[config.mk]
export PLATFORM = sky130hd
export DESIGN_NAME = ssic_top
export DESIGN_NICKNAME = d
export VERILOG_FILES = /design/src/design/ssic_pkg.sv /design/src/design/ssic_top.sv
export VERILOG_INCLUDE_DIRS = /design/src /design/src/design
export SDC_FILE = /design/constraint.sdc
export NUM_CORES = 1
export LEC_CHECK = 0
export BUFFER_PORTS_ARGS = -buffer_cell sky130_fd_sc_hd__buf_2
export CORE_MARGIN = 2
export CORE_UTILIZATION = 50
export DETAILED_ROUTE_END_ITERATION = 12
export PLACE_DENSITY = 0.8
export SLEW_MARGIN = 20
export SYNTH_ARGS = -nofsm -noshare
export SYNTH_HDL_FRONTEND = slang
export SYNTH_SLANG_ARGS = --single-unit
[constraint.sdc]
create_clock -name i_clk -period 3.23 [get_ports i_clk]
set_input_delay 0.646 -clock i_clk [delete_from_list [all_inputs] [get_ports i_clk]]
set_output_delay 0.646 -clock i_clk [all_outputs]
set_load 0.005 [all_outputs]
[src/design/ssic_map.svh]
// constants and address map of the seven-source interrupt controller
//------------------------------------------------------------------------
// Notes on behaviour
// (RL1) port C/D input change on selected pins raises request 0; vector 14H
// (RL2) key-matrix scan input raises request 5; vector 24H when enabled
// (RL3) timer 1 underflow raises request 1, timer 2 request 4; vectors 18H, 20H
// (RL4) pre-divider overflow raises request 3; vector 1CH when enabled
// (RL5) counter-pin mode: second falling edge halts counter, raises request 6, 28H
// (RL6) pre-divider request wins over all others, which stay pending
// (RL7) fixed order: pre-divider, timer 1, timer 2, converter, port, pin, key
// (RL8) acceptance clears all enables; software must re-enable them afterwards
// (RL9) acceptance clears only the accepted source's request flag
// (RL10) acceptance pushes the program counter, then loads the fixed vector
// (RL11) accept in current instruction, next cycle stores PC, then fetch vector
// (RL12) return re-executes the instruction during which acceptance happened
// (RL13) an interrupted halt instruction returns to halt after the routine
// (RL14) set-enables mask bit n drives enable flag n; 7Fh enables all
// (RL15) clear-requests mask clears selected request flags; 7Fh clears all
// (RL16) port-select operand 10h enables change requests from port C
// (RL17) external pin edge, polarity by build option, raises request 2; 10H
// (RL18) external pin held low then high at least one machine cycle each; the code only compares one registered sample with the live pin level
// (RL19) a request raised while disabled stays set until enabled or cleared
//------------------------------------------------------------------------
`ifndef SSIC_MAP_SVH
`define SSIC_MAP_SVH

// register byte offsets
`define SSIC_OFS_ENABLE   8'h00
`define SSIC_OFS_REQUEST  8'h04
`define SSIC_OFS_PORTSEL  8'h08
`define SSIC_OFS_EVSTAT   8'h0c
`define SSIC_OFS_EVMASK   8'h10
`define SSIC_OFS_STATE    8'h14

// source indices
`define SSIC_SRC_PORT     3'h0
`define SSIC_SRC_TIMER1   3'h1
`define SSIC_SRC_PIN      3'h2
`define SSIC_SRC_PREDIV   3'h3
`define SSIC_SRC_TIMER2   3'h4
`define SSIC_SRC_KEY      3'h5
`define SSIC_SRC_CONV     3'h6

// vectors
`define SSIC_VEC_PORT     12'h014
`define SSIC_VEC_TIMER1   12'h018
`define SSIC_VEC_PIN      12'h010
`define SSIC_VEC_PREDIV   12'h01c
`define SSIC_VEC_TIMER2   12'h020
`define SSIC_VEC_KEY      12'h024
`define SSIC_VEC_CONV     12'h028

// port-select fields and reset values
`define SSIC_SEL_PORT_C   4
`define SSIC_SEL_PORT_D   5
`define SSIC_RST_FLAGS    7'h00
`define SSIC_RST_SEL      8'h00
`define SSIC_CONV_SECOND_FALL 2'h2

`endif

[src/design/ssic_pkg.sv]
// types shared by the seven-source interrupt controller
package ssic_pkg;

  // interrupt entry sequence
  typedef enum logic [1:0] {
    SSIC_IDLE,
    SSIC_STORE,
    SSIC_FETCH
  } ssic_state_t;

  // single-cycle event pulses from the internal peripherals
  typedef struct packed {
    logic prediv_ovf;
    logic first_timer_uflow;
    logic second_timer_uflow;
    logic key_scan;
  } ssic_src_t;

  // entry commands to the cpu core
  typedef struct packed {
    logic        push;
    logic        nop;
    logic        load;
    logic [11:0] vector;
    logic [11:0] ret_pc;
  } ssic_cpu_t;

endpackage : ssic_pkg

[src/design/ssic_top.sv]
// seven-source interrupt controller with apb registers
`timescale 1ns/100ps
`include "ssic_map.svh"

module ssic_top
  import ssic_pkg::*;
#(
  parameter bit EXT_RISING = 1'b1
) (
  // clock and reset
  input  wire logic        i_clk,
  input  wire logic        i_arst_n,
  // apb slave
  input  wire logic        i_psel,
  input  wire logic        i_penable,
  input  wire logic        i_pwrite,
  input  wire logic [7:0]  i_paddr,
  input  wire logic [31:0] i_pwdata,
  output logic             o_pready,
  output logic             o_pslverr,
  output logic [31:0]      o_prdata,
  // request sources
  input  wire ssic_src_t   i_src,
  input  wire logic [7:0]  i_port_cd,
  input  wire logic        i_ext_pin,
  input  wire logic        i_conv_mode,
  input  wire logic        i_conv_pin,
  output logic             o_conv_halt,
  // cpu core
  input  wire logic        i_instr_start,
  input  wire logic [11:0] i_pc,
  input  wire logic        i_halt_instr,
  input  wire logic        i_rts,
  output ssic_cpu_t        o_cpu,
  output logic             o_halt_return,
  // interrupt line
  output logic             o_irq
);

  //----------------------------------------------------------------------
  // reset release
  //----------------------------------------------------------------------
  logic       rst_meta_reg;
  logic       rst_n_reg;

  // async assert, two-stage synchronous release
  always_ff @(posedge i_clk or negedge i_arst_n) begin
    if (!i_arst_n) begin
      rst_meta_reg <= 1'b0;
      rst_n_reg    <= 1'b0;
    end else begin
      rst_meta_reg <= 1'b1;
      rst_n_reg    <= rst_meta_reg;
    end
  end

  //----------------------------------------------------------------------
  // declarations
  //----------------------------------------------------------------------
  logic [6:0]  enable_reg;
  logic [6:0]  request_reg;
  logic [6:0]  request_set;
  logic [7:0]  portsel_reg;
  logic [7:0]  port_prev_reg;
  logic        ext_prev_reg;
  logic [1:0]  conv_cnt_reg;
  logic        conv_prev_reg;
  logic [6:0]  evstat_reg;
  logic [6:0]  evmask_reg;
  logic        halt_saved_reg;
  ssic_state_t state_reg;
  logic [2:0]  grant_idx;
  logic        grant_any;
  logic [6:0]  grant_oh;
  logic [11:0] grant_vec;
  logic        accept;
  logic        apb_done;
  logic        apb_wr;
  logic        apb_rd;
  logic        apb_hit;
  logic [31:0] rd_mux;
  logic [6:0]  wr_mask;
  logic        conv_fall;
  logic [1:0]  conv_cnt_inc;
  logic        port_c_chg;
  logic        port_d_chg;
  logic        wr_enable;
  logic        wr_request;
  logic        wr_portsel;
  logic        wr_evmask;
  logic        rd_evstat;
  logic [6:0]  req_clear;

  //----------------------------------------------------------------------
  // apb decode
  //----------------------------------------------------------------------
  // transfer completes on the edge where pready is seen high
  assign apb_done = i_psel & i_penable & o_pready;
  assign apb_wr   = apb_done & i_pwrite;
  assign apb_rd   = apb_done & ~i_pwrite;
  assign wr_mask  = i_pwdata[6:0];

  // per-register strobes, all on the completing edge
  assign wr_enable  = apb_wr & (i_paddr == `SSIC_OFS_ENABLE);
  assign wr_request = apb_wr & (i_paddr == `SSIC_OFS_REQUEST);
  assign wr_portsel = apb_wr & (i_paddr == `SSIC_OFS_PORTSEL);
  assign wr_evmask  = apb_wr & (i_paddr == `SSIC_OFS_EVMASK);
  assign rd_evstat  = apb_rd & (i_paddr == `SSIC_OFS_EVSTAT);
  assign req_clear  = wr_request ? wr_mask : 7'h00;

  // read data mux, also flags unmapped offsets
  always_comb begin
    rd_mux  = 32'h0000_0000;
    apb_hit = 1'b1;
    unique case (i_paddr)
      `SSIC_OFS_ENABLE:  rd_mux[6:0] = enable_reg;
      `SSIC_OFS_REQUEST: rd_mux[6:0] = request_reg;
      `SSIC_OFS_PORTSEL: rd_mux[7:0] = portsel_reg;
      `SSIC_OFS_EVSTAT:  rd_mux[6:0] = evstat_reg;
      `SSIC_OFS_EVMASK:  rd_mux[6:0] = evmask_reg;
      `SSIC_OFS_STATE:   rd_mux[3:0] = {halt_saved_reg, o_conv_halt,
                                        state_reg != SSIC_IDLE, grant_any};
      default:           apb_hit     = 1'b0;
    endcase
  end

  // one wait state: ready rises in the second access cycle
  always_ff @(posedge i_clk or negedge rst_n_reg) begin
    if (!rst_n_reg) begin
      o_pready  <= 1'b0;
      o_pslverr <= 1'b0;
      o_prdata  <= 32'h0000_0000;
    end else begin
      o_pready  <= i_psel & i_penable & ~o_pready;
      o_pslverr <= i_psel & i_penable & ~o_pready & ~apb_hit;
      if (i_psel & i_penable & ~o_pready & ~i_pwrite) begin
        o_prdata <= rd_mux;
      end
    end
  end

  //----------------------------------------------------------------------
  // request sources
  //----------------------------------------------------------------------
  // sampled history for change and edge detection
  always_ff @(posedge i_clk or negedge rst_n_reg) begin
    if (!rst_n_reg) begin
      port_prev_reg <= `SSIC_RST_SEL;
      ext_prev_reg  <= 1'b0;
      conv_prev_reg <= 1'b0;
    end else begin
      port_prev_reg <= i_port_cd;
      ext_prev_reg  <= i_ext_pin;
      conv_prev_reg <= i_conv_pin;
    end
  end

  // falling edge on the converter counter pin, only in pin-control mode
  assign conv_fall    = i_conv_mode & conv_prev_reg & ~i_conv_pin;
  assign conv_cnt_inc = conv_cnt_reg + 2'h1;

  // change on any pin of a selected port; an unselected port never raises
  assign port_c_chg = (|(i_port_cd[3:0] ^ port_prev_reg[3:0]))
                      & portsel_reg[`SSIC_SEL_PORT_C];                   // RL16
  assign port_d_chg = (|(i_port_cd[7:4] ^ port_prev_reg[7:4]))
                      & portsel_reg[`SSIC_SEL_PORT_D];                   // RL16

  // converter counter pin: the second falling edge stops the count
  always_ff @(posedge i_clk or negedge rst_n_reg) begin
    if (!rst_n_reg) begin
      conv_cnt_reg <= 2'h0;
      o_conv_halt  <= 1'b0;
    end else if (!i_conv_mode) begin
      conv_cnt_reg <= 2'h0;
      o_conv_halt  <= 1'b0;
    end else if (conv_fall && !o_conv_halt) begin
      conv_cnt_reg <= conv_cnt_inc;
      o_conv_halt  <= (conv_cnt_inc == `SSIC_CONV_SECOND_FALL);     // RL5
    end
  end

  // per-source raise terms; pin edge compares one registered sample with the live pin level
  always_comb begin
    request_set = 7'h00;
    request_set[`SSIC_SRC_PORT]   = port_c_chg | port_d_chg;         // RL1
    request_set[`SSIC_SRC_KEY]    = i_src.key_scan;                  // RL2
    request_set[`SSIC_SRC_TIMER1] = i_src.first_timer_uflow;         // RL3
    request_set[`SSIC_SRC_TIMER2] = i_src.second_timer_uflow;        // RL3
    request_set[`SSIC_SRC_PREDIV] = i_src.prediv_ovf;                // RL4
    request_set[`SSIC_SRC_CONV]   = conv_fall & ~o_conv_halt &
                                    (conv_cnt_inc == `SSIC_CONV_SECOND_FALL); // RL5
    request_set[`SSIC_SRC_PIN]    = EXT_RISING ? (~ext_prev_reg & i_ext_pin)
                                               : (ext_prev_reg & ~i_ext_pin); // RL17
  end

  //----------------------------------------------------------------------
  // priority select
  //----------------------------------------------------------------------
  // fixed order, first match wins; lower ones just stay pending
  always_comb begin
    logic [6:0] live;
    live      = request_reg & enable_reg;
    grant_any = |live;
    grant_idx = `SSIC_SRC_PREDIV;
    grant_vec = `SSIC_VEC_PREDIV;
    if (live[`SSIC_SRC_PREDIV]) begin                                // RL6
      grant_idx = `SSIC_SRC_PREDIV;
      grant_vec = `SSIC_VEC_PREDIV;
    end else if (live[`SSIC_SRC_TIMER1]) begin                       // RL7
      grant_idx = `SSIC_SRC_TIMER1;
      grant_vec = `SSIC_VEC_TIMER1;
    end else if (live[`SSIC_SRC_TIMER2]) begin
      grant_idx = `SSIC_SRC_TIMER2;
      grant_vec = `SSIC_VEC_TIMER2;
    end else if (live[`SSIC_SRC_CONV]) begin
      grant_idx = `SSIC_SRC_CONV;
      grant_vec = `SSIC_VEC_CONV;
    end else if (live[`SSIC_SRC_PORT]) begin
      grant_idx = `SSIC_SRC_PORT;
      grant_vec = `SSIC_VEC_PORT;
    end else if (live[`SSIC_SRC_PIN]) begin
      grant_idx = `SSIC_SRC_PIN;
      grant_vec = `SSIC_VEC_PIN;
    end else if (live[`SSIC_SRC_KEY]) begin
      grant_idx = `SSIC_SRC_KEY;
      grant_vec = `SSIC_VEC_KEY;
    end
  end

  // accept only at an instruction start and outside an entry sequence
  assign accept   = grant_any & i_instr_start & (state_reg == SSIC_IDLE); // RL11
  assign grant_oh = accept ? (7'h01 << grant_idx) : 7'h00;

  //----------------------------------------------------------------------
  // request and enable flags
  //----------------------------------------------------------------------
  // a new raise beats any clear in the same cycle, so nothing is lost
  always_ff @(posedge i_clk or negedge rst_n_reg) begin
    if (!rst_n_reg) begin
      request_reg <= `SSIC_RST_FLAGS;
    end else begin
      request_reg <= (request_reg                                    // RL19
                      & ~grant_oh                                    // RL9
                      & ~req_clear)                                  // RL15
                     | request_set;
    end
  end

  // enables: written by software, all dropped on acceptance
  always_ff @(posedge i_clk or negedge rst_n_reg) begin
    if (!rst_n_reg) begin
      enable_reg <= `SSIC_RST_FLAGS;
    end else if (accept) begin
      enable_reg <= `SSIC_RST_FLAGS;                                 // RL8
    end else if (wr_enable) begin
      enable_reg <= wr_mask;                                         // RL14
    end
  end

  // port-select operand
  always_ff @(posedge i_clk or negedge rst_n_reg) begin
    if (!rst_n_reg) begin
      portsel_reg <= `SSIC_RST_SEL;
    end else if (wr_portsel) begin
      portsel_reg <= i_pwdata[7:0];                                  // RL16
    end
  end

  //----------------------------------------------------------------------
  // entry sequence to the cpu core
  //----------------------------------------------------------------------
  // accept cycle, then a nop that pushes pc, then vector fetch
  always_ff @(posedge i_clk or negedge rst_n_reg) begin
    if (!rst_n_reg) begin
      state_reg <= SSIC_IDLE;
    end else begin
      unique case (state_reg)
        SSIC_IDLE:  if (accept) state_reg <= SSIC_STORE;              // RL11
        SSIC_STORE: state_reg <= SSIC_FETCH;
        SSIC_FETCH: state_reg <= SSIC_IDLE;
      endcase
    end
  end

  // cpu commands; pc of the accepted instruction is stacked so the
  // return replays it rather than skipping it
  always_ff @(posedge i_clk or negedge rst_n_reg) begin
    if (!rst_n_reg) begin
      o_cpu <= '0;
    end else begin
      o_cpu.push <= accept;                                          // RL10
      o_cpu.nop  <= accept;                                          // RL11
      o_cpu.load <= (state_reg == SSIC_STORE);                       // RL10
      if (accept) begin
        o_cpu.ret_pc <= i_pc;                                        // RL12
        o_cpu.vector <= grant_vec;
      end
    end
  end

  // remember an interrupted halt; replayed when the routine returns
  always_ff @(posedge i_clk or negedge rst_n_reg) begin
    if (!rst_n_reg) begin
      halt_saved_reg <= 1'b0;
      o_halt_return  <= 1'b0;
    end else begin
      o_halt_return <= i_rts & halt_saved_reg;                       // RL13
      if (accept) begin
        halt_saved_reg <= i_halt_instr;                              // RL13
      end else if (i_rts) begin
        halt_saved_reg <= 1'b0;
      end
    end
  end

  //----------------------------------------------------------------------
  // event status and interrupt line
  //----------------------------------------------------------------------
  // acceptance per source is sticky; a read clears, a same-cycle set wins
  always_ff @(posedge i_clk or negedge rst_n_reg) begin
    if (!rst_n_reg) begin
      evstat_reg <= `SSIC_RST_FLAGS;
    end else if (rd_evstat) begin
      // drop only the bits this read reported, so a late accept survives
      evstat_reg <= (evstat_reg & ~o_prdata[6:0]) | grant_oh;
    end else begin
      evstat_reg <= evstat_reg | grant_oh;
    end
  end

  // mask of the same layout
  always_ff @(posedge i_clk or negedge rst_n_reg) begin
    if (!rst_n_reg) begin
      evmask_reg <= `SSIC_RST_FLAGS;
    end else if (wr_evmask) begin
      evmask_reg <= wr_mask;
    end
  end

  // registered level; lags status by one cycle
  always_ff @(posedge i_clk or negedge rst_n_reg) begin
    if (!rst_n_reg) begin
      o_irq <= 1'b0;
    end else begin
      o_irq <= |(evstat_reg & evmask_reg);
    end
  end

endmodule // ssic_top

Yosys cells after proc, flatten, opt, wreduce, memory -nomap -nowiden --
Cells that the tools add are included.
Word-level totals: register bits 92, input port bits 75, output and inout port bits 64, logic and storage cells 120
Operators by class: add/sub/neg operators 1, eq/ne operators 10, shift-type cells 1, multiplexer cells 31, bitwise logic cells 42, reductions and logical operators 12
Operator list (count):
- $mux 6 | 7
- $and 7x7->7 | 5
- $mux 7 | 5
- $pmux 4 s6 | 1
- $and 1x1->1 | 22
- $mux 3 | 7
- $not 7->7 | 3
- $or 7x7->7 | 3
- $eq 8x4->1 const B | 2
- $eq 8x5->1 const B | 2
- $pmux 3 s5 | 1
- $reduce_or 7->1 | 2
- $eq 8x3->1 const B | 1
- $logic_not 8->1 | 1
- $reduce_or 4->1 | 2
- $xor 4x4->4 | 2
- $shl 1x3->7 const A | 1
- $mux 1 | 6
- $mux 2 | 3
- $not 1->1 | 6
- $pmux 2 s3 | 1
- $reduce_bool 2->1 | 3
- $reduce_or 6->1 | 1
- $eq 2x2->1 const B | 2
- other kinds (8) | 8

Depth between registers and ports, before layout --
Gate-level depths: netlist of the first run.
depth in word-level cells 14, depth in mapped cells 7, depth with buffers taken out 6

Worst setup path before layout of the first run --
Ideal clock, no wire load.
path kind input -> register, start point input i_paddr[4], end point register evmask_reg[0], setup time 125 ps, arrival time 1921 ps, required time 3105 ps, setup slack 1184 ps, stages 5, path buffers 1, path through clkbuf_1 nor3b_1 nand2_1 nor3_4 mux2_2
Between the ends: cells in the longest elaborated chain, start to end 2
Ends and longest elaborated chain:
- from (decl) | RTL line ssic_top.sv:17 | input wire logic [7:0] i_paddr,
- $eq 8x5->1
- $and 1x1->1 | RTL line ssic_top.sv:107 | assign wr_evmask = apb_wr & (i_paddr == `SSIC_OFS_EVMASK);
- to (signal assigned) | RTL line ssic_top.sv:334 | evmask_reg <= `SSIC_RST_FLAGS;
- to (signal assigned) | RTL line ssic_top.sv:336 | evmask_reg <= wr_mask;
- to (decl) | RTL line ssic_top.sv:69 | logic [6:0] evmask_reg;
Every way passes these cells. A chain may end at the register's enable or synchronous reset.

Worst setup path after layout of the first run --
start point register state_reg[0], end point register o_cpu[9] (netlist bit)
Between the ends: cells in the longest elaborated chain, start to end 2
Ends and longest elaborated chain:
- from (decl) | RTL line ssic_top.sv:71 | ssic_state_t state_reg;
- from (signal assigned) | RTL line ssic_top.sv:275 | state_reg <= SSIC_IDLE;
- from (signal assigned) | RTL line ssic_top.sv:278 | SSIC_IDLE: if (accept) state_reg <= SSIC_STORE;
- from (signal assigned) | RTL line ssic_top.sv:279 | SSIC_STORE: state_reg <= SSIC_FETCH;
- $logic_not 2->1 | RTL line ssic_top.sv:231 | assign accept = grant_any & i_instr_start & (state_reg == SSIC_IDLE);
- $and 1x1->1 | RTL line ssic_top.sv:231
- to (decl) | RTL line ssic_top.sv:34 | output ssic_cpu_t o_cpu,
Every way passes these cells.

==> results by group, run 1 <==
Outcome
  • Outcome: finished, final reports clean

Critical path
  • Critical path class: flop to flop
  • CP delay by family, top: compound AO/OA/AOI/OAI gates
  • Buffering stage count on the worst path with inverters included: 1
  • Launching instance or port of the critical path: state_reg[0]$_DFFE_PN0P_
  • Max stage delay on crit path: 790 ps
  • Length in cells of the worst reg-to-reg path: 5
  • Crit Path Max Fanout: 17
  • Library cell contributing the largest single delay on the critical path: sky130_fd_sc_hd__a41oi_2
  • Worst R2R Start: state_reg[0]$_DFFE_PN0P_
  • Endpoint of the lowest-slack register-to-register path: o_cpu[9]$_DFFE_PN0P_
  • Cells along the critical path: inv_1, ha_1, nand2_1, a41oi_2, mux2_2
  • Nature of the critical path startpoint: flop
  • Critical Path Sink Type: flop
  • Register-to-register setup slack: 960 ps
  • Critical path arrival: 2500 ps
  • Logic depth of the worst setup path including buffers: 5
  • Worst Path Required: 3460 ps

Timing
  • Endpoints failing hold: 0
  • Worst slew pin tran: 912 ps
  • Setup repair after global routing missed its margin: no
  • Clock period minus worst slack: 2270 ps
  • Achievable Freq: 0.441 GHz
  • Total negative slack for setup checks: 0 ps
  • Final-report setup violation count: 0
  • Worst rel slew slack: 39.2%
  • Ratio of final minimum period to clock period: 70.2%
  • Post-route clock skew: 13.0 ps
  • Final count of pins violating max slew: 0

Synth
  • Flip-flop and latch count after synthesis: 84
  • Fraction of the mapped netlist area in adder cells: 0.915%
  • Post-synthesis instance total: 349
  • Post-synthesis compound-gate area fraction: 12.4%
  • Area share of xor/xnor cells in the synthesized design: 1.92%
  • Count of flip-flops with a built-in enable after synthesis: 0
  • Distinct cells, synth: 58
  • Basic-gate share of the synthesized area counting and, or, nand and nor cells: 12.1%
  • Largest family of logic cells by synthesized area: multiplexers
  • Portion of netlist area occupied by mux cells: 13.5%
  • Async SR Flop Fraction: 100%
  • Part of the Yosys area used for sequential elements: 51.3%
  • Post-synthesis area per instance: 11.8 um^2
  • Main flop type after synthesis: sky130_fd_sc_hd__dfrtp_1
  • Post-synthesis instance area: 4100 um^2
  • Synthesis warning total: 0

Cells and area
  • Top library cells by usage in the layout, fill and taps aside: 83 x sky130_fd_sc_hd__dfrtp_1, 82 x sky130_fd_sc_hd__buf_2, 33 x sky130_fd_sc_hd__conb_1
  • Number of flip-flops under the largest register name: 18
  • Most common library cell in the layout ignoring fill and taps: sky130_fd_sc_hd__dfrtp_1
  • Biggest register: o_cpu
  • Layout cell share with drive strength beyond 1: 33.3%
  • Layout net count: 512
  • Area added between synthesis and finish: 14.5%
  • Post-route standard cell area excluding fillers: 4700 um^2
  • Number of filler instances in the final layout: 698
  • Number of antenna diodes: 0

Detailed routing
  • Routed len/inst: 16.4 um
  • Number of design-rule violations left by the first detailed-router iteration: 161
  • Total number of vias: 2981
  • Number of search-and-repair iterations in the first detailed-routing pass: 5
  • DRC: 0
  • DR vias/cell: 5.48
  • Post-route ant nets: 0
  • Sum of routed wire length over all layers: 8900 um

Die
  • Initial Utilization: 50.7%
  • Site Rows: 33
  • Die extent in x: 94.6 um
  • IO Pins: 139
  • Area of the core: 8090 um^2
  • Chip Height: 94.6 um
  • Die Area: 8940 um^2

Placed design
  • Placed standard-cell area: 4500 um^2
  • PortBufs: 82
  • GP Congestion: 0.897
  • Detailed placement HPWL: 6430 um

Run
  • Max-Cap Viols: 0

GRT
  • Global-route usage over all layers: 21.5%
  • Number of global-route vias before repair: 2938
  • Number of antenna violations at the first check in global routing: 0
  • First-pass GRT wire length: 14500 um
  • Largest net degree at the start of global routing: 83
  • Sum of overflow across all layers after global routing: 0

Clock tree
  • Number of clock sinks: 84
  • Post-cts hold buffer count: 0
  • Inserted Clock Buffers: 9
  • Root Driver: sky130_fd_sc_hd__clkbuf_8
  • Quantity of gates resized following cts: 0
  • Post-CTS setup buffer count: 0
  • TritonCTS clock tree: yes
  • Clock network latency to the later pin of the worst-skew pair: 360 ps
  • Clock transition at path regs: 90 ps
  • H-Tree Depth: 3
  • Number of buffers on the longest clock path: 2

Power and ir drop
  • Largest vdd supply drop: 0.235 mV
  • Total power divided by cell area: 449 nW/um^2
  • Static Leakage: 2.46 nW
  • Post-route total power: 2.11 mW

Min path
  • Path category of the worst min-delay check: input port to async pin
[synth_stat cells, drive strengths merged (2+ instances only)]
cell	count	area share, %
nor2b	3	0.46
and2	6	0.92
a21bo	5	1.2
a22o	8	1.7
and4	2	0.43
xor2	9	1.9
dfrtp	84	51
nand2	30	2.7
nor4	4	1.1
nand4	4	0.61
inv	7	0.64
o32ai	2	0.43
a31o	6	1.3
ha	3	0.92
nor3b	3	0.55
buf	39	6.7
clkbuf	5	0.46
nor2	13	1.2
nand4bb	2	0.55
a22oi	7	1.3
nor3	6	1.1
conb	2	0.18
o31ai	2	0.37
o41ai	3	0.64
a32o	2	0.49
nand3	5	0.61
o21a	3	0.55
o21ai	7	0.85
a21oi	5	0.61
mux4	2	1.1
nand2b	3	0.46
and3	2	0.31
mux2	29	8.0
mux2i	18	4.4
o22ai	2	0.31
[final cells by class]
type / instances / area (um^2) / area share, %
repair buffers: 87 / 468 / 9.97
inverters: 7 / 26.3 / 0.560
well taps: 105 / 131 / 2.80
clock buffers: 12 / 145 / 3.09
clock inverters: 4 / 25.0 / 0.533
multi-input cells: 245 / 1790 / 38.2
flip-flops and latches: 84 / 2110 / 44.8
[power by group]
part           total [mW]  switching (mW)  internal (mW)
sequential           1.16          0.0448           1.11
clock               0.665           0.367          0.298
combinational       0.287           0.150          0.137
[metrics by stage]
| stage | util [%] | worst slack (ps) | cells | hold WS, ps |
|---|---|---|---|---|
| after detailed placement | 55.6 | 732 | 527 | 340 |
| after floorplan | - | 717 | 380 | 331 |
| after CTS | 57.7 | 961 | 543 | 42.3 |
| after global placement | 55.6 | 779 | 527 | 337 |
| after global routing | 58.0 | 787 | 544 | 40.7 |
| final | 58.0 | 962 | 544 | 60.3 |
[worst max path at each step]
stage | end | slack [ps]
after detailed placement | evmask_reg[6]$_DFFE_PN0P_ | 730
final | o_cpu[9]$_DFFE_PN0P_ | 960
after global routing | o_cpu[14]$_DFFE_PN0P_ | 790
after CTS | o_cpu[9]$_DFFE_PN0P_ | 960
after global placement | evstat_reg[6]$_DFF_PN0_ | 780
after floorplan | conv_cnt_reg[0]$_DFFE_PN0P_ | 720
[kinds of logic after synthesis]
logic type	Yosys count
AND/OR/NAND/NOR	87
multiplexers	49
XOR/XNOR	9
buffers and inverters	51
flip-flops	84
adder cells (fa/ha/maj)	3
AO/OA/AOI/OAI	64
other	2
[metal layers]
layer / global-route usage (%) / vias to the layer above / share of wire [%]
li1: - / 1371 / -
met5: 0 / - / 0
met4: 9.66 / 0 / 1.9
met1: 28.4 / 1437 / 42
met2: 34.3 / 159 / 47
met3: 4.47 / 14 / 8.4
Note: power is estimated with default switching activity, not from simulation.
==> inputs of run 2 (changes only) <==
- ABC_AREA: unset -> 1
- CORE_UTILIZATION: 50 -> 46
- PLACE_DENSITY: 0.8 -> 0.76
- clock period: 3.23 -> 2 ns (I/O delays scaled with it)
==> run 2 against run 1 <==
Compared with the run above:
- worst setup slack got worse by 690 ps
- via count rose by 15%
- utilization fell by 4.4 points
- highest routed layer unchanged
- first-iteration DRC count rose by 29%
- clock power rose by 100%
==> results by group, run 2 <==
Clock tree
  • Inserted Clock Buffers: 9 (unchanged)
  • Clock transition at path regs: 80 ps (about the same)
  • H-Tree Depth: 3 (unchanged)
  • Post-CTS setup buffer count: 0 (unchanged)
  • TritonCTS clock tree: yes
  • Clock network latency to the later pin of the worst-skew pair: 360 ps (about the same)
  • Number of buffers on the longest clock path: 2 (unchanged)
  • Number of clock sinks: 84 (unchanged)
  • Root Driver: sky130_fd_sc_hd__clkbuf_8

Critical path
  • Library cell contributing the largest single delay on the critical path: sky130_fd_sc_hd__dfrtp_1
  • Nature of the critical path startpoint: flop
  • Worst Path Required: 2250 ps (-1210 ps)
  • Cell repeated most along the worst path: sky130_fd_sc_hd__nand2_1
  • Critical Path Sink Type: flop
  • Critical path class: flop to flop
  • Cells along the critical path: nand2_1, inv_1, nor2_1, nand2_2, nand3_2, nor2_4, nand2_1, nand2_1, nand2_1
  • Critical path arrival: 1980 ps (-520 ps)
  • Crit Path Max Fanout: 11 (-6)
  • Max stage delay on crit path: 410 ps (-380 ps)

Detailed routing
  • DRC: 0 (unchanged)
  • Number of search-and-repair iterations in the first detailed-routing pass: 4 (-1)
  • Post-route ant nets: 0 (unchanged)
  • DR vias/cell: 4.75 (-13%)
  • Number of design-rule violations left by the first detailed-router iteration: 207 (+29%)
  • Total number of vias: 3414 (+15%)
  • Routed len/inst: 13.4 um (-18%)
  • Sum of routed wire length over all layers: 9610 um (+8.0%)

GRT
  • Global-route usage over all layers: 20.0% (-1.5 points)
  • First-pass GRT wire length: 15600 um (+7.5%)
  • Largest net degree at the start of global routing: 56 (-33%)
  • Sum of overflow across all layers after global routing: 0 (unchanged)
  • Number of global-route vias before repair: 3298 (+12%)
  • Number of antenna violations at the first check in global routing: 0 (unchanged)

Synth
  • Distinct cells, synth: 36 (-38%)
  • Main flop type after synthesis: sky130_fd_sc_hd__dfrtp_1
  • Flip-flop and latch count after synthesis: 84 (unchanged)
  • Post-synthesis instance area: 4300 um^2 (+4.9%)
  • Library cell with the largest summed area after synthesis: sky130_fd_sc_hd__dfrtp_1
  • Most used standard cells in the synthesized netlist: 182 x sky130_fd_sc_hd__nand2_1, 84 x sky130_fd_sc_hd__dfrtp_1, 48 x sky130_fd_sc_hd__inv_1
  • Most numerous cell in the Yosys netlist: sky130_fd_sc_hd__nand2_1
  • Share of Yosys cell area claimed by the top area cell type: 48.9% (-2.4 points)
  • Post-synthesis area per instance: 8.37 um^2 (-29%)
  • Count of flip-flops with a built-in enable after synthesis: 0 (unchanged)
  • Part of the Yosys area used for sequential elements: 48.9% (-2.4 points)
  • Post-synthesis instance total: 514 (+47%)
  • Top post-synthesis cells by area: sky130_fd_sc_hd__dfrtp_1 49%, sky130_fd_sc_hd__nand2_1 16%, sky130_fd_sc_hd__buf_4 5.9%
  • Synthesis warning total: 0 (unchanged)
  • Async SR Flop Fraction: 100% (unchanged)

Power and ir drop
  • Post-route total power: 3.78 mW (+79%)
  • Largest vdd supply drop: 0.487 mV (+110%)
  • Total power divided by cell area: 771 nW/um^2 (+72%)
  • Static Leakage: 2.83 nW (+15%)

Die
  • Chip Height: 101 um (+6.5%)
  • Site Rows: 35 (+6.1%)
  • Initial Utilization: 47.0% (-3.7 points)
  • Die extent in x: 101 um (+6.5%)
  • IO Pins: 139 (unchanged)
  • Die Area: 10100 um^2 (+13%)
  • Area of the core: 9150 um^2 (+13%)

Placed design
  • PortBufs: 82 (unchanged)
  • Detailed placement HPWL: 7320 um (+14%)
  • GP Congestion: 0.886 (-1.2%)
  • DP Worst Slack: 290 ps (-442 ps)
  • Placed Cells incl. Taps: 701 (+33%)

Cells and area
  • Number of non-filler instances in the completed layout: 718 (+32%)
  • Number of flip-flops under the largest register name: 18 (unchanged)
  • Top library cells by usage in the layout, fill and taps aside: 182 x sky130_fd_sc_hd__nand2_1, 83 x sky130_fd_sc_hd__dfrtp_1, 82 x sky130_fd_sc_hd__buf_2
  • Area added between synthesis and finish: 14.0%
  • Layout net count: 680 (+33%)
  • Number of antenna diodes: 0 (unchanged)
  • Layout cell share with drive strength beyond 1: 23.2% (-10 points)
  • Most common library cell in the layout ignoring fill and taps: sky130_fd_sc_hd__nand2_1
  • Number of filler instances in the final layout: 874 (+25%)
  • Biggest register: o_cpu

Timing
  • Setup repair after global routing missed its margin: no
  • Setup slack of the critical path after layout: 273 ps (-689 ps)
  • Endpoints failing hold: 0 (unchanged)
  • Final count of pins violating max slew: 0 (unchanged)
  • Post-route clock skew: 8.48 ps (-4.55 ps)
  • Final-report setup violation count: 0 (unchanged)
  • Clock period minus worst slack: 1730 ps (-541 ps)
  • Total negative slack for setup checks: 0 ps (unchanged)
  • Ratio of final minimum period to clock period: 86.3% (+16 points)
  • Achievable Freq: 0.579 GHz (+31%)

Min path
  • Path category of the worst min-delay check: input port to flop

Outcome
  • Outcome: finished, final reports clean

Run
  • Max-Cap Viols: 0 (unchanged)
==> run 2: cell count changes in the layout (fill, tap and decap cells not counted), sizes merged, moves of 17 or more <==
cell   delta
nand2   +162
mux2i    -18
nor2     +28
nand3    +17
mux2     -29
a21oi    +17
o21ai    +31
inv      +45
==> run 2: final timing paths <==
path,startpoint,end,slack (ps),depth (start not counted)
worst max-delay path,enable_reg[5]$_DFFE_PN0P_,request_reg[5]$_DFF_PN0_,270,9
worst min-delay path,i_ext_pin,ext_prev_reg$_DFF_PN0_,160,1
worst max register to register,enable_reg[5]$_DFFE_PN0P_,request_reg[5]$_DFF_PN0_,270,9
worst min register to register,rst_n_reg$_DFF_PN0_,o_cpu[0]$_DFFE_PN0P_,250,0
max in group asynchronous,rst_n_reg$_DFF_PN0_,o_pready$_DFF_PN0_,1130,1
min in group asynchronous,rst_n_reg$_DFF_PN0_,o_cpu[0]$_DFFE_PN0P_,250,0
==> run 2: kinds of logic after synthesis <==
logic type	after synthesis	share of synthesized area, %
AND/OR/NAND/NOR	261	27.5
buffers and inverters	93	12.5
flip-flops	84	48.9
AO/OA/AOI/OAI	63	8.49
XOR/XNOR	8	1.63
adder cells (fa/ha/maj)	3	0.872
other	2	0.175
==> run 2: stage by stage <==
stage | utilization [%] | instance area, um^2 | hold slack (ps)
after CTS | 53.6 | 4910 | 150
after floorplan | - | 4420 | 104
after global placement | 51.1 | 4680 | 195
after global routing | 53.6 | 4910 | 141
after detailed placement | 51.1 | 4680 | 196
final | 53.6 | 4910 | 163
==> run 2: timing repair <==
action                                 in CTS  in global routing
resized for setup                           0                  0
endpoints found under the hold margin       2                  0
hold buffers                                1                  0
==> run 2: critical path, delay by kind of cell, from the launching register on <==
| kind | cells | cell delay [ps] |
|---|---|---|
| buffers and inverters | 1 | 120 |
| flip-flops | 1 | 410 |
| AND/OR/NAND/NOR | 8 | 1080 |
==> run 2: cell type report <==
| type | instances | area (um^2) | share of cell area [%] |
|---|---|---|---|
| multi-input cells | 368 | 1780 | 36.3 |
| clock inverters | 4 | 72.6 | 1.48 |
| clock buffers | 12 | 145 | 2.96 |
| repair buffers | 87 | 463 | 9.44 |
| inverters | 52 | 200 | 4.08 |
| flip-flops and latches | 84 | 2110 | 42.9 |
| well taps | 111 | 139 | 2.83 |
==> run 2: metal layers <==
layer	vias to the layer above	track usage [%]	share of wire (%)
li1	1699	-	-
met1	1555	26.8	42
met3	19	4.51	8.1
met5	-	0	0
met4	0	8.96	2.6
met2	141	31.2	47
==> run 2: power breakdown <==
part / internal [mW] / leakage (nW) / switching (mW)
registers: 1.85 / 1.08 / 0.0981
clock network: 0.737 / 0.107 / 0.597
logic: 0.220 / 1.64 / 0.288
==> inputs of run 3 (changes only) <==
- CORE_UTILIZATION: 46 -> 51
- PLACE_DENSITY: 0.76 -> 0.8
- clock period: 2 -> 1.75 ns (I/O delays scaled with it)
==> run 3 against run 2 <==
Compared with the run above:
- combinational power grew 16%
- sequential share of layout area is essentially flat
- flip-flop and latch count is the same
- via count grew 3.7%
- critical endpoint is now o_cpu[7]$_DFFE_PN0P_
- highest routed layer unchanged
==> results by group, run 3 (synthesis gave the netlist of run 2 again) <==
Power and ir drop
  • Clock share of power: 32.7% (-2.5 points)
  • Switching power total: 1.12 mW (+14%)
  • Sequential cell fraction of total power: 53.2% (+1.8 points)
  • Post-route total power: 4.18 mW (+10%)
  • Total power divided by cell area: 852 nW/um^2 (+10%)
  • Static Leakage: 2.83 nW (+0.12%)
  • Cell Int Power: 3.05 mW (+9.0%)
  • Power share of the combinational group: 14.1% (+0.7 points)
  • Largest vdd supply drop: 0.631 mV (+29%)
  • Switching share of power: 26.9% (+0.96 points)

Cells and area
  • Top library cells by usage in the layout, fill and taps aside: 182 x sky130_fd_sc_hd__nand2_1, 83 x sky130_fd_sc_hd__dfrtp_1, 82 x sky130_fd_sc_hd__buf_2
  • Number of non-filler instances in the completed layout: 715 (-0.42%)
  • Biggest register: o_cpu
  • Layout net count: 684 (+0.59%)
  • Number of antenna diodes: 0 (unchanged)
  • Layout cell share with drive strength beyond 1: 23.8% (+0.54 points)
  • Number of flip-flops under the largest register name: 18 (unchanged)
  • Number of filler instances in the final layout: 751 (-14%)
  • Post-route standard cell area excluding fillers: 4900 um^2 (about the same)
  • Area added between synthesis and finish: 13.9% (about the same)
  • Most common library cell in the layout ignoring fill and taps: sky130_fd_sc_hd__nand2_1
  • Final standard cell utilization of the core: 59.7% (+6.1 points)

Placed design
  • Detailed placement HPWL: 7220 um (-1.4%)
  • GP Congestion: 0.921 (+4.0%)
  • DP Worst Slack: 160 ps (-130 ps)
  • Placed Cells incl. Taps: 699 (-0.29%)
  • PortBufs: 82 (unchanged)
  • Placed standard-cell area: 4700 um^2 (+0.48%)

Critical path
  • Cell repeated most along the worst path: sky130_fd_sc_hd__nand2_1
  • Critical path arrival: 1840 ps (-140 ps)
  • Critical path class: flop to flop
  • Library cell contributing the largest single delay on the critical path: sky130_fd_sc_hd__dfrtp_1
  • Buffering stage count on the worst path with inverters included: 2 (+1)
  • Max stage delay on crit path: 410 ps (about the same)
  • CP delay by family, top: simple AND/OR/NAND/NOR gates
  • Cells along the critical path: nand2_1, nand2_1, nor2_1, nand2_2, nand3_2, inv_2, buf_4, nand2_1, nand2_1
  • Nature of the critical path startpoint: flop
  • Worst Path Required: 2000 ps (-250 ps)
  • Crit Path Max Fanout: 11 (unchanged)
  • Critical Path Sink Type: flop

Clock tree
  • Quantity of gates resized following cts: 0 (unchanged)
  • H-Tree Depth: 3 (unchanged)
  • Number of clock sinks: 84 (unchanged)
  • Number of buffers on the longest clock path: 2 (unchanged)
  • Root Driver: sky130_fd_sc_hd__clkbuf_8
  • TritonCTS clock tree: yes
  • Inserted Clock Buffers: 9 (unchanged)
  • Clock network latency to the later pin of the worst-skew pair: 350 ps (about the same)
  • Clock transition at path regs: 80 ps (about the same)

Detailed routing
  • Number of search-and-repair iterations in the first detailed-routing pass: 4 (unchanged)
  • DRC: 0 (unchanged)
  • Post-route ant nets: 0 (unchanged)
  • DR vias/cell: 4.95 (+4.1%)
  • Routed len/inst: 13.4 um (+0.25%)
  • Sum of routed wire length over all layers: 9590 um (-0.17%)
  • Total number of vias: 3539 (+3.7%)
  • Number of design-rule violations left by the first detailed-router iteration: 261 (+26%)

Timing
  • Ratio of final minimum period to clock period: 90.9% (+4.6 points)
  • Final-report setup violation count: 0 (unchanged)
  • Post-route clock skew: 10.7 ps (+2.21 ps)
  • Total negative slack for setup checks: 0 ps (unchanged)
  • Final count of pins violating max slew: 0 (unchanged)
  • Setup slack of the critical path after layout: 159 ps (-114 ps)
  • Setup repair after global routing missed its margin: no
  • Clock period minus worst slack: 1590 ps (-136 ps)
  • Endpoints failing hold: 0 (unchanged)
  • Hold WS: 118 ps (-45.7 ps)
  • Achievable Freq: 0.628 GHz (+8.5%)

Run
  • Max-Cap Viols: 0 (unchanged)

GRT
  • First-pass GRT wire length: 15400 um (-1.5%)
  • Global-route usage over all layers: 22.0% (+2.0 points)
  • Largest net degree at the start of global routing: 53 (-5.4%)
  • Sum of overflow across all layers after global routing: 0 (unchanged)
  • Number of global-route vias before repair: 3344 (+1.4%)
  • Number of antenna violations at the first check in global routing: 0 (unchanged)

Min path
  • Path category of the worst min-delay check: input port to flop

Die
  • IO Pins: 139 (unchanged)
  • Area of the core: 8220 um^2 (-10%)
  • Site Rows: 33 (-5.7%)
  • Die extent in x: 95.9 um (-4.8%)
  • Chip Height: 95.9 um (-4.8%)
  • Initial Utilization: 52.4% (+5.4 points)
  • Die Area: 9190 um^2 (-9.4%)

Outcome
  • Outcome: finished, final reports clean
==> run 3: cell types whose count changed in the layout (fill, tap and decap cells not counted) <==
cell                         change
sky130_fd_sc_hd__bufinv_16       -1
sky130_fd_sc_hd__buf_4           +4
sky130_fd_sc_hd__clkinvlp_4      +1
sky130_fd_sc_hd__clkbuf_1        -1
==> run 3: repair_timing <==
action | 4_1_cts | 5_1_grt
hold buffers | 1 | 0
setup buffers | 0 | 0
setup endpoints to repair | 0 | 0
endpoints found under the hold margin | 2 | 0
==> run 3: routing by layer <==
metal | routed length (um) | global-route usage, %
met1 | 4020 | 29.2
met4 | 203 | 8.45
met3 | 775 | 3.52
met2 | 4600 | 36.4
met5 | 0 | 0
==> run 3: worst paths after layout <==
| check | startpoint | endpoint | slack (ps) | cells past startpoint |
|---|---|---|---|---|
| min in group asynchronous | rst_n_reg$_DFF_PN0_ | o_cpu[10]$_DFFE_PN0P_ | 190 | 0 |
| max reg2reg | request_reg[1]$_DFF_PN0_ | o_cpu[7]$_DFFE_PN0P_ | 160 | 9 |
| min reg2reg | rst_n_reg$_DFF_PN0_ | o_cpu[10]$_DFFE_PN0P_ | 190 | 0 |
| min | i_conv_pin | conv_prev_reg$_DFF_PN0_ | 120 | 1 |
| max | request_reg[1]$_DFF_PN0_ | o_cpu[7]$_DFFE_PN0P_ | 160 | 9 |
| max in group asynchronous | rst_n_reg$_DFF_PN0_ | evstat_reg[6]$_DFF_PN0_ | 1010 | 1 |
==> run 3: layout make-up <==
| class | instances | area [um^2] | share of cell area (%) |
|---|---|---|---|
| clock buffer | 11 | 141 | 2.88 |
| inverter | 52 | 200 | 4.08 |
| sequential | 84 | 2110 | 43.0 |
| multi-input combinational | 368 | 1780 | 36.3 |
| timing repair buffer | 91 | 493 | 10.1 |
| clock inverter | 4 | 50.0 | 1.02 |
| tap | 105 | 131 | 2.68 |
==> run 3: power by group through the flow <==
stage | combinational [mW] | sequential [mW] | clock (mW)
2_1_floorplan | 0.352 | 2.27 | 0
3_3_place_gp | 0.566 | 2.25 | 0
3_5_place_dp | 0.595 | 2.26 | 0
4_1_cts | 0.599 | 2.22 | 1.39
5_1_grt | 0.688 | 2.24 | 1.47
6_report | 0.588 | 2.22 | 1.37
